File: src/rtl/mcu8_consts.svh
// opcode patterns, reset values and expander codes for the 8-bit core
// assumes inclusion by the core files only
`ifndef MCU8_CONSTS_SVH
`define MCU8_CONSTS_SVH

// ----------------------------------------
// reset values and vectors
// ----------------------------------------
`define RST_PC 12'h000
`define IRQ_VEC 12'h003
`define RST_PORT 8'hFF
`define RST_BYTE 8'h00
`define ROM_AW_DEF 11
`define RAM_DEPTH_DEF 64

// ----------------------------------------
// expander command codes, sent on p2[3:2]
// ----------------------------------------
`define XP_READ 2'h0
`define XP_WRITE 2'h1
`define XP_OR 2'h2
`define XP_AND 2'h3

// ----------------------------------------
// opcodes and opcode patterns
// ----------------------------------------
`define OP_INS 8'h08
`define OP_OUTL_BUS 8'h02
`define OPZ_LOGIC_BUS 8'b100?1000
`define OPZ_LOGIC_P 8'b100?10??
`define OPZ_IN_P 8'b000010??
`define OPZ_OUTL_P 8'b001110??
`define OPZ_MOVX_RD 8'b1000000?
`define OPZ_MOVX_WR 8'b1001000?
`define OPZ_XP_RD 8'b000011??
`define OPZ_XP_WR 8'b001111??
`define OPZ_XP_LOGIC 8'b100?11??
`define OPZ_ALU_IMM 8'b????0011
`define OPZ_JMP 8'b???00100
`define OPZ_DECREMENT_JUMP_OP 8'b11101???
`define OPZ_MOV_RI 8'b10111???
`define OPZ_INC_R 8'b00011???
`define OPZ_INC_I 8'b0001000?
`define OPZ_DEC_R 8'b11001???
`define OP_PAGE_INDIRECT_JUMP_OP 8'hB3
`define OP_JC 8'hF6
`define OP_JNC 8'hE6
`define OP_JZ 8'hC6
`define OP_JNZ 8'h96
`define OP_JT0 8'h36
`define OP_JNT0 8'h26
`define OP_JT1 8'h56
`define OP_JNT1 8'h46
`define OP_JNI 8'h86
`define OP_EN_I 8'h05
`define OP_DIS_I 8'h15
`define OP_RETR 8'h93
`define OP_ENT0 8'h75
`define OP_START_COUNTER_OP 8'h45
`define OP_STOP 8'h65
`define OP_SEL_MB0 8'hE5
`define OP_SEL_MB1 8'hF5

`endif

File: src/rtl/mcu8_pkg.sv
// types shared by the core and its arithmetic unit
// assumes nothing of its surroundings
package mcu8_pkg;

	typedef enum logic [3:0] {
		ST_ALE = 4'b0001,
		ST_STB = 4'b0010,
		ST_EXE = 4'b0100,
		ST_STEP = 4'b1000
	} state_t;

	typedef enum logic [6:0] {
		CK_FETCH = 7'b0000001,
		CK_IMM = 7'b0000010,
		CK_RD = 7'b0000100,
		CK_WR = 7'b0001000,
		CK_XRD = 7'b0010000,
		CK_XWR = 7'b0100000,
		CK_INT = 7'b1000000
	} cyc_kind_t;

	typedef enum logic [3:0] {
		AL_PASS, AL_ADD, AL_ADC, AL_AND, AL_OR, AL_XOR, AL_INC, AL_DEC,
		AL_CLR, AL_CPL, AL_SWAP, AL_RL, AL_RLC, AL_RR, AL_RRC
	} alu_op_t;

endpackage : mcu8_pkg

File: src/rtl/mcu8_alu.sv
// accumulator arithmetic and logic unit
// assumes operands and carry are stable flops of the core
`timescale 1ns/100ps
module mcu8_alu import mcu8_pkg::*; (
	input wire alu_op_t op_i,
	input wire logic [7:0] a_i,
	input wire logic [7:0] b_i,
	input wire logic cy_i,
	output logic [7:0] res_o,
	output logic cy_o,
	output logic ac_o
);
	logic cin;
	logic [8:0] sum;
	logic [4:0] nib;

	assign cin = (op_i == AL_ADC) & cy_i;
	assign sum = {1'b0, a_i} + {1'b0, b_i} + {8'h00, cin};
	assign nib = {1'b0, a_i[3:0]} + {1'b0, b_i[3:0]} + {4'h0, cin};

	always_comb begin
		res_o = a_i;
		cy_o = cy_i;
		ac_o = 1'b0;
		case (op_i)
			AL_ADD, AL_ADC: begin
				res_o = sum[7:0];
				cy_o = sum[8];
				ac_o = nib[4];
			end
			AL_AND: res_o = a_i & b_i;
			AL_OR: res_o = a_i | b_i;
			AL_XOR: res_o = a_i ^ b_i;
			AL_INC: res_o = a_i + 8'h01;
			AL_DEC: res_o = a_i - 8'h01;
			AL_CLR: res_o = 8'h00;
			AL_CPL: res_o = ~a_i;
			AL_SWAP: res_o = {a_i[3:0], a_i[7:4]};
			AL_RL: res_o = {a_i[6:0], a_i[7]};
			AL_RLC: begin
				res_o = {a_i[6:0], cy_i};
				cy_o = a_i[7];
			end
			AL_RR: res_o = {a_i[0], a_i[7:1]};
			AL_RRC: begin
				res_o = {cy_i, a_i[7:1]};
				cy_o = a_i[0];
			end
			default: res_o = a_i;
		endcase
	end

endmodule : mcu8_alu

File: src/rtl/mcu8_core.sv
// 8-bit controller core: pin sequencing and instruction execution
// assumes synchronous pins, external pull-ups on ports, internal rom on ports
`timescale 1ns/100ps
`include "mcu8_consts.svh"
module mcu8_core import mcu8_pkg::*; #(
	parameter int ROM_AW = `ROM_AW_DEF,
	parameter int RAM_DEPTH = `RAM_DEPTH_DEF
) (
	input wire logic clk_i,
	input wire logic rst_n_i,
	input wire logic external_access_in_i,
	input wire logic single_step_n_i,
	input wire logic int_n_i,
	input wire logic test_input_zero_i,
	output logic test_input_zero_o,
	output logic test_input_zero_oe_o,
	input wire logic test_input_one_i,
	input wire logic [7:0] bus_i,
	output logic [7:0] bus_o,
	output logic bus_oe_o,
	input wire logic [7:0] p1_i,
	output logic [7:0] p1_o,
	output logic [7:0] p1_oe_o,
	input wire logic [7:0] p2_i,
	output logic [7:0] p2_o,
	output logic [7:0] p2_oe_o,
	output logic ale_o,
	output logic program_store_strobe_n_o,
	output logic rd_n_o,
	output logic wr_n_o,
	output logic expander_strobe_n_o,
	output logic [ROM_AW-1:0] rom_addr_o,
	input wire logic [7:0] rom_data_i,
	output logic [7:0] event_count_o
);
	localparam int RAW = $clog2(RAM_DEPTH);

	// ----------------------------------------
	// decode helpers
	// ----------------------------------------
	function automatic cyc_kind_t cyc2(input logic [7:0] op);
		casez (op)
			`OP_INS, `OPZ_MOVX_RD: cyc2 = CK_RD;
			`OP_OUTL_BUS, `OPZ_MOVX_WR: cyc2 = CK_WR;
			`OPZ_XP_RD: cyc2 = CK_XRD;
			`OPZ_XP_WR, `OPZ_XP_LOGIC: cyc2 = CK_XWR;
			`OPZ_IN_P, `OPZ_OUTL_P: cyc2 = CK_INT;
			`OPZ_LOGIC_P, `OPZ_ALU_IMM, `OPZ_JMP, `OPZ_DECREMENT_JUMP_OP: cyc2 = CK_IMM;
			`OPZ_MOV_RI: cyc2 = CK_IMM;
			`OP_JC, `OP_JNC, `OP_JZ, `OP_JNZ, `OP_JT0, `OP_JNT0: cyc2 = CK_IMM;
			`OP_JT1, `OP_JNT1, `OP_JNI: cyc2 = CK_IMM;
			default: cyc2 = CK_FETCH;
		endcase
	endfunction : cyc2

	function automatic alu_op_t alu_sel(input logic [7:0] op);
		alu_sel = AL_PASS;
		if (op[3:0] == 4'h7) begin
			case (op[7:4])
				4'h0: alu_sel = AL_DEC;
				4'h1: alu_sel = AL_INC;
				4'h2: alu_sel = AL_CLR;
				4'h3: alu_sel = AL_CPL;
				4'h4: alu_sel = AL_SWAP;
				4'h6: alu_sel = AL_RRC;
				4'h7: alu_sel = AL_RR;
				4'hE: alu_sel = AL_RL;
				4'hF: alu_sel = AL_RLC;
				default: alu_sel = AL_PASS;
			endcase
		end else if (op[3] || op[3:1] == 3'h0 || op[3:0] == 4'h3) begin
			case (op[7:4])
				4'h0, 4'h6: alu_sel = (op[3:0] == 4'h3) == (op[7:4] == 4'h0) ? AL_ADD : AL_PASS;
				4'h1, 4'h7: alu_sel = (op[3:0] == 4'h3) == (op[7:4] == 4'h1) ? AL_ADC : AL_PASS;
				4'h4: alu_sel = AL_OR;
				4'h5: alu_sel = AL_AND;
				4'hD: alu_sel = AL_XOR;
				default: alu_sel = AL_PASS;
			endcase
		end
	endfunction : alu_sel

	// ----------------------------------------
	// state
	// ----------------------------------------
	state_t st;
	cyc_kind_t kind;
	logic [11:0] pc, ret_pc;
	logic [7:0] ir, din, acc, p1, p2, bus_latch;
	logic cy, ac, bus_static, ien, in_svc, t0_clk_en, cnt_en, t1_prev, dbf, t0_div;
	logic [7:0] evt;
	logic [7:0] ram [RAM_DEPTH];

	// ----------------------------------------
	// datapath wires
	// ----------------------------------------
	wire is_fetch = kind == CK_FETCH;
	wire is_imm = kind == CK_IMM;
	wire expander_strobe_cyc = is_fetch | is_imm;
	wire is_xp = kind == CK_XRD || kind == CK_XWR;
	wire is_page_indirect_jump_op = ir == `OP_PAGE_INDIRECT_JUMP_OP;
	wire is_jmp = ir[4:0] == 5'h04;
	wire is_decrement_jump_op = ir[7:3] == 5'b11101;
	wire is_movx = ir[7:1] == 7'b1000000 || ir[7:1] == 7'b1001000;
	wire [7:0] xptr = ram[RAW'(ir[0])];
	wire [RAW-1:0] reg_idx = ir[3] ? RAW'(ir[2:0]) : xptr[RAW-1:0];
	wire [7:0] rv = ram[reg_idx];
	wire [11:0] faddr = (is_imm && is_page_indirect_jump_op) ? {pc[11:8], acc} : pc;
	wire ext_fetch = external_access_in_i | (|faddr[11:ROM_AW]);
	wire in_ale = st == ST_ALE;
	wire in_stb = st == ST_STB;
	wire exe = st == ST_EXE;
	wire cyc_kind_t two = cyc2(ir);
	wire single = exe & is_fetch & (two == CK_FETCH);
	wire fin = exe & ~(is_fetch & (two != CK_FETCH));
	wire last2 = exe & ~is_fetch;
	wire alu_op_t asel = alu_sel(ir);
	wire alu_go = (single | (last2 & is_imm)) & (asel != AL_PASS);
	wire upd_cy = asel == AL_ADD || asel == AL_ADC || asel == AL_RLC || asel == AL_RRC;
	wire [7:0] dec_v = rv - 8'h01;
	wire inc_op = ir[7:3] == 5'b00011 || ir[7:1] == 7'b0001000;
	wire is_mov_ri = ir[7:3] == 5'b10111;
	wire ram_we = (single & (inc_op | ir[7:3] == 5'b11001))
		| (last2 & is_imm & (is_decrement_jump_op | is_mov_ri));
	wire [7:0] ram_wd = is_mov_ri ? din : (inc_op ? rv + 8'h01 : dec_v);
	wire [1:0] xcmd = ir[5] ? `XP_WRITE : (ir[7] ? (ir[4] ? `XP_AND : `XP_OR) : `XP_READ);
	wire [7:0] pin_v = ir[1] ? p2_i : p1_i;
	wire [7:0] alu_res;
	wire alu_cy, alu_ac;
	logic cond;

	always_comb begin
		case (ir)
			`OP_JC: cond = cy;
			`OP_JNC: cond = ~cy;
			`OP_JZ: cond = acc == 8'h00;
			`OP_JNZ: cond = acc != 8'h00;
			`OP_JT0: cond = test_input_zero_i;
			`OP_JNT0: cond = ~test_input_zero_i;
			`OP_JT1: cond = test_input_one_i;
			`OP_JNT1: cond = ~test_input_one_i;
			`OP_JNI: cond = ~int_n_i;
			default: cond = 1'b0;
		endcase
	end

	wire jump_take = last2 & is_imm & (is_jmp | is_page_indirect_jump_op | cond | (is_decrement_jump_op & dec_v != 8'h00));
	wire [11:0] jump_pc = is_jmp ? {dbf, ir[7:5], din} : {pc[11:8], din};
	wire [11:0] tgt_pc = jump_take ? jump_pc : ((last2 && ir == `OP_RETR) ? ret_pc : pc);
	wire irq_take = fin & ien & ~int_n_i & ~in_svc;

	mcu8_alu u_alu (
		.op_i(asel),
		.a_i(acc),
		.b_i(is_imm ? din : rv),
		.cy_i(cy),
		.res_o(alu_res),
		.cy_o(alu_cy),
		.ac_o(alu_ac)
	);

	// ----------------------------------------
	// pin drive
	// ----------------------------------------
	// one ale per machine cycle
	assign ale_o = in_ale;
	assign program_store_strobe_n_o = ~(in_stb & expander_strobe_cyc & ext_fetch);
	assign rd_n_o = ~(in_stb & kind == CK_RD);
	assign wr_n_o = ~(in_stb & kind == CK_WR);
	assign expander_strobe_n_o = ~(in_stb & is_xp);
	assign rom_addr_o = faddr[ROM_AW-1:0];

	wire bus_adr = in_ale & ((expander_strobe_cyc & ext_fetch) | (is_movx & kind != CK_INT));
	wire bus_dat = in_stb & kind == CK_WR;
	assign bus_oe_o = bus_adr | bus_dat | (bus_static & ~(in_stb & (kind == CK_RD | expander_strobe_cyc & ext_fetch)));
	assign bus_o = bus_adr ? (expander_strobe_cyc ? faddr[7:0] : xptr) : (bus_dat ? acc : bus_latch);

	// pc high bits and expander bus
	wire p2_lo_drv = (in_ale & ((expander_strobe_cyc & ext_fetch) | is_xp)) | (in_stb & kind == CK_XWR);
	wire [3:0] p2_lo_v = in_ale ? (is_xp ? {xcmd, ir[1:0]} : faddr[11:8]) : acc[3:0];
	wire p2_lo_rel = in_stb & kind == CK_XRD;
	assign p1_o = p1;
	assign p1_oe_o = ~p1;
	assign p2_o = {p2[7:4], p2_lo_drv ? p2_lo_v : p2[3:0]};
	assign p2_oe_o = {~p2[7:4], p2_lo_drv ? 4'hF : (p2_lo_rel ? 4'h0 : ~p2[3:0])};
	assign test_input_zero_o = t0_div;
	assign test_input_zero_oe_o = t0_clk_en;
	assign event_count_o = evt;

	// ----------------------------------------
	// sequencer
	// ----------------------------------------
	wire [7:0] cap = expander_strobe_cyc ? (ext_fetch ? bus_i : rom_data_i)
		: (kind == CK_XRD ? {4'h0, p2_i[3:0]} : bus_i);

	always_ff @(posedge clk_i or negedge rst_n_i) begin
		if (!rst_n_i) begin
			st <= ST_ALE;
			kind <= CK_FETCH;
			ir <= `RST_BYTE;
			din <= `RST_BYTE;
		end else begin
			unique case (st)
				ST_ALE: st <= ST_STB;
				ST_STB: begin
					st <= ST_EXE;
					if (is_fetch) ir <= cap;
					else din <= cap;
				end
				ST_EXE: begin
					st <= ST_ALE;
					kind <= (is_fetch && two != CK_FETCH) ? two : CK_FETCH;
					if (fin && !single_step_n_i) st <= ST_STEP;
				end
				ST_STEP: if (single_step_n_i) st <= ST_ALE;
			endcase
		end
	end

	always_ff @(posedge clk_i or negedge rst_n_i) begin
		if (!rst_n_i) begin
			pc <= `RST_PC;
			ret_pc <= `RST_PC;
			in_svc <= 1'b0;
		end else if (in_stb && expander_strobe_cyc && !(is_imm && is_page_indirect_jump_op)) begin
			pc <= pc + 12'h001;
		end else if (fin) begin
			pc <= irq_take ? `IRQ_VEC : tgt_pc;
			if (irq_take) ret_pc <= tgt_pc;
			if (irq_take) in_svc <= 1'b1;
			else if (last2 && ir == `OP_RETR) in_svc <= 1'b0;
		end
	end

	// ----------------------------------------
	// accumulator, flags, memory
	// ----------------------------------------
	always_ff @(posedge clk_i or negedge rst_n_i) begin
		if (!rst_n_i) begin
			acc <= `RST_BYTE;
			cy <= 1'b0;
			ac <= 1'b0;
		end else if (alu_go) begin
			acc <= alu_res;
			if (upd_cy) cy <= alu_cy;
			if (asel == AL_ADD || asel == AL_ADC) ac <= alu_ac;
		end else if (last2 && (kind == CK_RD || kind == CK_XRD)) begin
			acc <= din;
		end else if (last2 && kind == CK_INT && !ir[5]) begin
			acc <= pin_v;
		end
	end

	always_ff @(posedge clk_i or negedge rst_n_i) begin
		if (!rst_n_i) begin
			for (int i = 0; i < RAM_DEPTH; i++) ram[i] <= `RST_BYTE;
		end else if (ram_we) begin
			ram[reg_idx] <= ram_wd;
		end
	end

	// ----------------------------------------
	// ports and bus latch
	// ----------------------------------------
	always_ff @(posedge clk_i or negedge rst_n_i) begin
		if (!rst_n_i) begin
			p1 <= `RST_PORT;
			p2 <= `RST_PORT;
			bus_latch <= `RST_BYTE;
			bus_static <= 1'b0;
		end else if (last2) begin
			if ((is_imm && ir[7:5] == 3'b100 && ir[3:2] == 2'b10 && ir[1:0] != 2'b00)
				|| (kind == CK_INT && ir[5])) begin
				if (ir[0]) p1 <= kind == CK_INT ? acc : (ir[4] ? p1 & din : p1 | din);
				else p2 <= kind == CK_INT ? acc : (ir[4] ? p2 & din : p2 | din);
			end
			if (is_imm && ir[7:4] == 4'h8 && ir[3:0] == 4'h8) begin
				bus_latch <= bus_latch | din;
				bus_static <= 1'b1;
			end
			if (is_imm && ir == 8'h98) begin
				bus_latch <= bus_latch & din;
				bus_static <= 1'b1;
			end
			if (kind == CK_WR && ir == `OP_OUTL_BUS) begin
				bus_latch <= acc;
				bus_static <= 1'b1;
			end
			if (kind == CK_RD) bus_static <= 1'b0;
		end
	end

	// ----------------------------------------
	// control flags, t0 clock, t1 counter
	// ----------------------------------------
	always_ff @(posedge clk_i or negedge rst_n_i) begin
		if (!rst_n_i) begin
			ien <= 1'b0;
			t0_clk_en <= 1'b0;
			cnt_en <= 1'b0;
			dbf <= 1'b0;
		end else if (single) begin
			if (ir == `OP_EN_I) ien <= 1'b1;
			if (ir == `OP_DIS_I) ien <= 1'b0;
			if (ir == `OP_ENT0) t0_clk_en <= 1'b1;
			if (ir == `OP_START_COUNTER_OP) cnt_en <= 1'b1;
			if (ir == `OP_STOP) cnt_en <= 1'b0;
			if (ir == `OP_SEL_MB0) dbf <= 1'b0;
			if (ir == `OP_SEL_MB1) dbf <= 1'b1;
		end
	end

	always_ff @(posedge clk_i or negedge rst_n_i) begin
		if (!rst_n_i) begin
			t0_div <= 1'b0;
			t1_prev <= 1'b0;
			evt <= `RST_BYTE;
		end else begin
			t0_div <= t0_clk_en & ~t0_div;
			t1_prev <= test_input_one_i;
			if (cnt_en && t1_prev && !test_input_one_i) evt <= evt + 8'h01;
		end
	end
endmodule : mcu8_core

File: config.mk
export PLATFORM = sky130hd
export DESIGN_NAME = mcu8_core
export DESIGN_NICKNAME = d
export VERILOG_FILES = /design/src/rtl/mcu8_pkg.sv /design/src/rtl/mcu8_alu.sv /design/src/rtl/mcu8_core.sv
export VERILOG_INCLUDE_DIRS = /design/src /design/src/rtl
export SDC_FILE = /design/constraint.sdc
export NUM_CORES = 1
export LEC_CHECK = 0
export ABC_AREA = 1
export BUFFER_PORTS_ARGS = -buffer_cell sky130_fd_sc_hd__clkbuf_2
export CORE_MARGIN = 5
export CORE_UTILIZATION = 45
export DETAILED_ROUTE_END_ITERATION = 8
export PLACE_DENSITY = 0.61
export SLEW_MARGIN = 40
export SYNTH_ARGS = -nofsm -noshare
export SYNTH_HDL_FRONTEND = slang
export SYNTH_SLANG_ARGS = --single-unit
File: constraint.sdc
create_clock -name clk_i -period 8.7 [get_ports clk_i]
set_input_delay 0.435 -clock clk_i [delete_from_list [all_inputs] [get_ports clk_i]]
set_output_delay 0.435 -clock clk_i [all_outputs]
set_load 0.1 [all_outputs]
==> metrics, run 1 <==
die height roughly 290 um; Mapped Area approximately 0.034 mm^2; outcome finished, final reports clean; Vias ~32000; Clk pin slew, worst setup/hold paths approximately 0.060 ns; Peak VDD IR around 0.65 mV; final slew viol count 0; Pre-antenna DRT Iters 8; Post-CTS Setup Inserts 0; Top FF cell, synth dfrtp_1; H-Tree Depth 3; I/O Pins 106; I/O Buffers roughly 110; post-route clock skew about 0.028 ns; #FFs+latches synth 612; initial antenna violation count 0; leakage between 15 and 20 nW; nets around 4800; worst slew pin tran a little over 0.8 ns; CP max FO between 70 and 80; async set-reset flop share out of synthesis between 90% and 100%; HP Class in -> reg; syn_nets between 4000 and 5000; final worst-path setup slack between 2 and 2.5 ns; deepest clock path buffer count 3; Starting Density a little under half; Cells after DPL about 5600; RSZ-0062 raised after global routing false; HP Start bus_i[7]; Placer Congestion around 0.96; delay-heaviest family, CP simple AND/OR/NAND/NOR gates; Avg Cell Area, Syn between 7 and 8 um^2; Max Fclk between 0.15 and 0.2 GHz; max incr delay on CP just under 0.8 ns; endpoints failing hold 0; Gates resized, CTS repair 0; Via density ~5.6; Worst EP arrival 6.84 ns; Synth area leaders dfrtp_1 (43%), nand2_1 (20%), o21ai_0 (8.1%); Non-Filler Instances roughly 5800; pre-CTS WS around 2.2 ns; Rows around 100; Post-synth EDFFs 0; critical path's slowest cell dfrtp_1; CP most frequent cell nand2_1; CTS buffer count 74; sequential area share after synthesis between 40 and 50%; share of post-route cells with drive strength above 1 7.83%; endpoint class of the critical path flop; GRT Total Usage approximately 29%; Hold-fix buffers, CTS 3; Yosys cell types 60; FF-to-FF Start ir[0]; die area approximately 0.082 mm^2; critical path class reg -> reg; Worst Path Buf+Inv 3; Max-cap violations 0; grt ovf 0; vias in the first global route ~31000; antenna-violating nets left 0; DRT iter0 DRCs between 3000 and 4000; HPWL after DPL about 76 mm; CTS tree built; area growth from synthesis to layout 10.4%; Critical Path RT between 9 and 10 ns; first-pass GRT wire length 184 mm; post-route minimum period approximately 6.4 ns; final setup vio count 0; Worst Setup SP ir[0]; PD cells approximately 380 mW/mm^2; Worst setup SP type flop; Antenna diodes 0; routed length per placed instance 20.6 um; largest net degree at the start of global routing 151; post-synth top area share 43.4%; CTS sink count 612; period utilization 73.0%; setup TNS 0 ns; root buffer cell clkbuf_16; Clock Latency Late Sink about 0.63 ns; Placeable Area 0.0757 mm^2; synth warn 0; Yosys top cell by area dfrtp_1; DR DRC count 0; post-synthesis cell count roughly 4800; Slew HR between 40 and 50%; die width about 290 um; WL final about 120 mm
report_power, final:
part	switching (mW)	leakage [nW]	internal, mW	total (mW)
clock	1.28	1.21	1.94	3.22
combinational	6.17	9.24	1.60	7.77
sequential	0.336	8.35	3.01	3.35
total	7.79	18.8	6.55	14.3
tightest hold or removal path, stage by stage:
cell      delay (ns)
clkbuf_2        0.08
inv_1           0.05
o21ai_0         0.11
nand2_1         0.06
o21ai_0         0.07
area by class of cell:
| cell class | count | area, um^2 |
|---|---|---|
| clock buffer | 102 | 2120 |
| clock inverter | 28 | 377 |
| fill | 7543 | 37900 |
| inverter | 432 | 1620 |
| multi-input combinational | 3452 | 15900 |
| sequential | 612 | 15300 |
| tap | 978 | 1220 |
| timing repair buffer | 164 | 1220 |
flip-flops by register name, indices dropped and copies added (netlist names), 4 cells and up:
| name | flops |
|---|---|
| ram | 512 |
| pc | 12 |
| ret_pc | 12 |
| acc | 8 |
| bus_latch | 8 |
| din | 8 |
| event_count_o | 8 |
| ir | 8 |
| p1_o | 8 |
| p2 | 8 |
| kind | 7 |
| st | 4 |
cell usage in the layout (no fill, tap or decap), types with 12 or more instances in the layout:
cell type and count:
o21ai_0 552, a21oi_1 73, buf_4 36, inv_1 407, inv_2 12, nand2_2 13, clkinv_1 13, o211ai_1 18
nor3_2 15, nand2_1 1827, nor3_1 71, dfstp_2 18, clkbuf_1 13, ha_1 37, clkbuf_8 14, clkbuf_16 75
nor2_1 192, xor2_1 21, dfrtp_1 594, a211oi_1 15, o22ai_1 31, o21ai_1 70, clkbuf_2 104, nand3_1 386
nand4_1 15
synthesized netlist by cell type (4+ instances only):
cell type and number:
nand2_1 1832, dfrtp_1 594, o21ai_0 552, inv_1 407
nand3_1 387, nor2_1 192, clkbuf_1 124, buf_2 91
a21oi_1 73, nor3_1 73, o21ai_1 72, buf_4 37
ha_1 37, o22ai_1 31, xor2_1 21, buf_6 20
dfstp_2 18, o211ai_1 18, a211oi_1 15, nand4_1 15
clkinv_1 13, nor3_2 13, buf_1 12, inv_2 12
nor4_1 12, a31oi_1 11, nand2_2 10, mux2_2 9
a311oi_1 8, o221ai_1 8, xnor2_1 8, clkbuf_2 6
a32o_1 4, o2111ai_1 4, o21ai_2 4, or2_2 4
worst paths after layout:
path | end | slack (ns) | cells past startpoint
setup reg to reg | cy | 2.35 | 25
hold / removal | din[7] | 0.23 | 5
setup / recovery | cy | 2.35 | 25
hold reg to reg | test_input_zero_o | 0.42 | 1
min in group asynchronous | ram[235] | 0.44 | 2
max in group asynchronous | p1_o[0] | 6.06 | 6
metal layers:
layer / track usage [%] / share of wire, % / vias up
li1: - / - / 15236
met4: 12.2 / 5.0 / 0
met2: 45.2 / 45 / 1329
met1: 39.0 / 43 / 15323
met5: 0 / 0 / -
met3: 4.53 / 7.1 / 310
stage by stage:
stage | total power [mW] | utilization, % | hold slack, ns | cell area (um^2)
6_report | 14.3 | 49.9 | 0.233 | 37800
5_1_grt | 15.0 | 49.9 | 0.258 | 37800
4_1_cts | 14.2 | 49.8 | 0.218 | 37700
3_5_place_dp | 11.0 | 46.5 | 0.421 | 35200
3_3_place_gp | 10.6 | 46.2 | 0.415 | 35000
2_1_floorplan | 7.99 | - | 0.139 | 34200
cells by family after synthesis:
family                   after synthesis  synth area share [%]
AO/OA/AOI/OAI                        816                  12.8
XOR/XNOR                              29                 0.742
AND/OR/NAND/NOR                     2558                  30.7
multiplexers                           9                 0.296
flip-flops                           612                  44.8
buffers and inverters                722                  9.12
adder cells (fa/ha/maj)               40                  1.53
(Power assumes the default switching activity.)
==> run 2, diff against run 1 <==
- PLACE_DENSITY: 0.61 -> 0.63
- clock period: 8.7 -> 5.2 ns (I/O delays scaled with it)
==> run 2 against run 1 <==
Non-clock buffer count grew 55. Clock skew grew 0.0021 ns. Setup slack lost 2.1 ns. Critical path depth shrank 2. Wire length grew 1.7%. Global-route usage grew 0.52 points. Sequential share of layout area shrank 0.46 points. Register-to-register slack lost 2.1 ns. Die area is the same. Cell count grew 0.90%. Total power grew 70%. Via count grew 1.6%. Largest cell class unchanged.
==> metrics, run 2 (synthesized netlist as in run 1, its figures left out) <==
outcome finished, final reports clean (unchanged); critical path class reg -> reg (unchanged); Met3 Wirelength 9.57 mm (was 8.41 mm); Flop pwr share 22.6% (was 23.3%); RSZ-0062 raised after global routing false (unchanged); Clock Latency Late Sink 0.64 ns (was 0.63 ns); post-route clock skew 0.0304 ns (was 0.0283 ns); FF-to-FF Start ir[3] (was ir[0]); Clk pin slew, worst setup/hold paths 0.06 ns (about the same); commonest non-fill, non-tap cell in the layout nand2_1 (unchanged); grt ovf 0 (unchanged); wire length on met1 52.3 mm (was 51.0 mm); vias in the first global route 31076 (was 30543); Peak VDD IR 0.789 mV (was 0.650 mV); Critical Path RT 5.71 ns (was 9.19 ns); Pre-antenna DRT Iters 6 (was 8); I/O Pins 106 (unchanged); ordered list of cells on the worst path buf_4, nand2_1, nand2_2, nor2_4, buf_4, nand3_1, nand2_1, nor2_1, nand2_1, nand3_1, nand2_1, nand2_1, nand2_1, o21ai_0, ha_1, nand2_1, o21ai_0, a21oi_1, o21ai_0, xnor2_1, nand2_1, o211ai_1, a21oi_1; final setup vio count 0 (unchanged); worst slew pin tran 0.889 ns (was 0.831 ns); Placer Congestion 1.01 (was 0.956); WL final 121 mm (was 119 mm); Logic pwr share 55.7% (was 54.2%); Worst Setup SP ir[3] (was ir[0]); HPWL after DPL 81.1 mm (was 76.1 mm); root buffer cell clkbuf_16 (unchanged); commonest non-fill, non-tap cells in the layout nand2_1 (1827), dfrtp_1 (594), o21ai_0 (551) (was nand2_1 (1827), dfrtp_1 (594), o21ai_0 (552)); CTS tree built (unchanged); Vias 32727 (was 32198); max incr delay on CP 0.70 ns (was 0.78 ns); largest net degree at the start of global routing 146 (was 151); Top Registers ram (512), pc (12), ret_pc (12) (unchanged); Worst EP arrival 5.48 ns (was 6.84 ns); die area 0.0817 mm^2 (unchanged); Core Util, Final 50.5% (was 49.9%); switch share 53.8% (was 54.3%); Switch Pwr 13.1 mW (was 7.79 mW); CP max FO 18 (was 72); max reg flops 512 (unchanged); DR WL met2 53.4 mm (was 53.3 mm); fillers 7511 (was 7543); endpoint class of the critical path flop (unchanged); Max Fclk 0.201 GHz (was 0.157 GHz); Starting Density 45.2% (unchanged); CP most frequent cell nand2_1 (unchanged); H-Tree Depth 3 (unchanged); critical path's slowest cell nor2_4 (was dfrtp_1); nets 4867 (was 4815); Via density 5.62 (was 5.58); Worst setup SP type flop (unchanged); I/O Buffers 105 (unchanged); setup TNS 0 ns (unchanged); Max-cap violations 0 (unchanged); Reg with most FFs ram (unchanged); Slew HR 40.6% (was 44.6%); post-route minimum period 4.97 ns (was 6.35 ns); share of post-route cells with drive strength above 1 8.92% (was 7.83%); PD cells 638 mW/mm^2 (was 379 mW/mm^2); initial antenna violation count 1 (was 0); DRT iter0 DRCs 3607 (was 3278); CTS sink count 612 (unchanged); Rows 101 (unchanged); DR DRC count 0 (unchanged); Hold Crit Depth 5 (unchanged); Reg2Reg Depth 23 (was 25); period utilization 95.6% (was 73.0%); endpoints failing hold 0 (unchanged); Post-CTS Setup Inserts 0 (unchanged); cell depth of the worst setup path 23 (was 25); Antenna diodes 0 (unchanged); max layer used met5 (was met4); die height 286 um (unchanged); HP Start p1_i[5] (was bus_i[7]); delay-heaviest family, CP simple AND/OR/NAND/NOR gates (unchanged); die width 286 um (unchanged); GRT Total Usage 29.0% (was 28.5%); area growth from synthesis to layout 11.7% (was 10.4%); HP Class in -> reg (unchanged); CTS buffer count 71 (was 74); routed length per placed instance 20.7 um (was 20.6 um); deepest clock path buffer count 3 (unchanged); leakage 19.1 nW (was 18.8 nW); first-pass GRT wire length 187 mm (was 184 mm); Clock Power Share 21.7% (was 22.5%); cell-internal power 11.3 mW (was 6.55 mW); antenna-violating nets left 0 (unchanged); Placeable Area 0.0757 mm^2 (unchanged); final slew viol count 0 (unchanged); Worst Path Buf+Inv 2 (was 3)
## run 2: metrics by stage
step / std cells / power (mW) / cell area (um^2) / worst slack, ns / hold WS [ns]
finish: 5820 / 24.4 / 38200 / 0.229 / 0.0795
CTS: 5818 / 24.2 / 38200 / 0.210 / 0.0690
global placement: 5681 / 18.7 / 35500 / 0.280 / 0.236
floorplan: 4786 / 13.4 / 34200 / 0.769 / -0.0356
detailed placement: 5688 / 18.9 / 35700 / 0.266 / 0.226
global route: 5820 / 25.4 / 38200 / 0.0108 / 0.0891
## run 2: layout make-up
cell class	instances	area (um^2)	area share, %
clock inverters	25	348	0.910
multi-input cells	3452	15900	41.6
well taps	978	1220	3.20
repair buffers	219	1690	4.42
clock buffers	102	2120	5.53
inverters	432	1630	4.25
flip-flops and latches	612	15300	40.1
## run 2: what timing repair did
item	in CTS	in global routing
gates resized for setup	0	2
hold endpoints to repair	57	0
setup endpoints to repair	0	2
hold buffers	3	0
## run 2: path summary, 6_finish.rpt
kind,endpoint,slack (ns)
max,acc[7],0.23
min,acc[5],0.08
max reg2reg,acc[7],0.23
min reg2reg,test_input_zero_o,0.42
max in group asynchronous,event_count_o[7],3.77
min in group asynchronous,ram[9],0.16
## run 2: power by group through the flow
stage / Sequential, mW / Clock [mW] / Combinational (mW)
floorplan: 5.36 / 0 / 8.00
global placement: 5.56 / 0 / 13.1
detailed placement: 5.57 / 0 / 13.3
CTS: 5.48 / 5.37 / 13.3
global route: 5.53 / 5.55 / 14.4
finish: 5.51 / 5.30 / 13.6
## run 2: worst reg2reg max path: stages, from the launching register on
cell and delay, ns:
dfrtp_1 0.54, buf_4 0.25, nand2_1 0.15, nand2_2 0.10, nor2_4 0.70, buf_4 0.34
nand3_1 0.09, nand2_1 0.11, nor2_1 0.09, nand2_1 0.10, nand3_1 0.13, nand2_1 0.09
nand2_1 0.05, nand2_1 0.24, o21ai_0 0.25, ha_1 0.46, nand2_1 0.06, o21ai_0 0.41
a21oi_1 0.12, o21ai_0 0.21, xnor2_1 0.14, nand2_1 0.07, o211ai_1 0.10, a21oi_1 0.08
## run 2: routing by layer
| metal | vias to the layer above | global-route usage, % |
|---|---|---|
| li1 | 15331 | - |
| met1 | 15670 | 41.2 |
| met2 | 1442 | 44.6 |
| met3 | 282 | 4.62 |
| met4 | 2 | 11.8 |
| met5 | - | 0 |
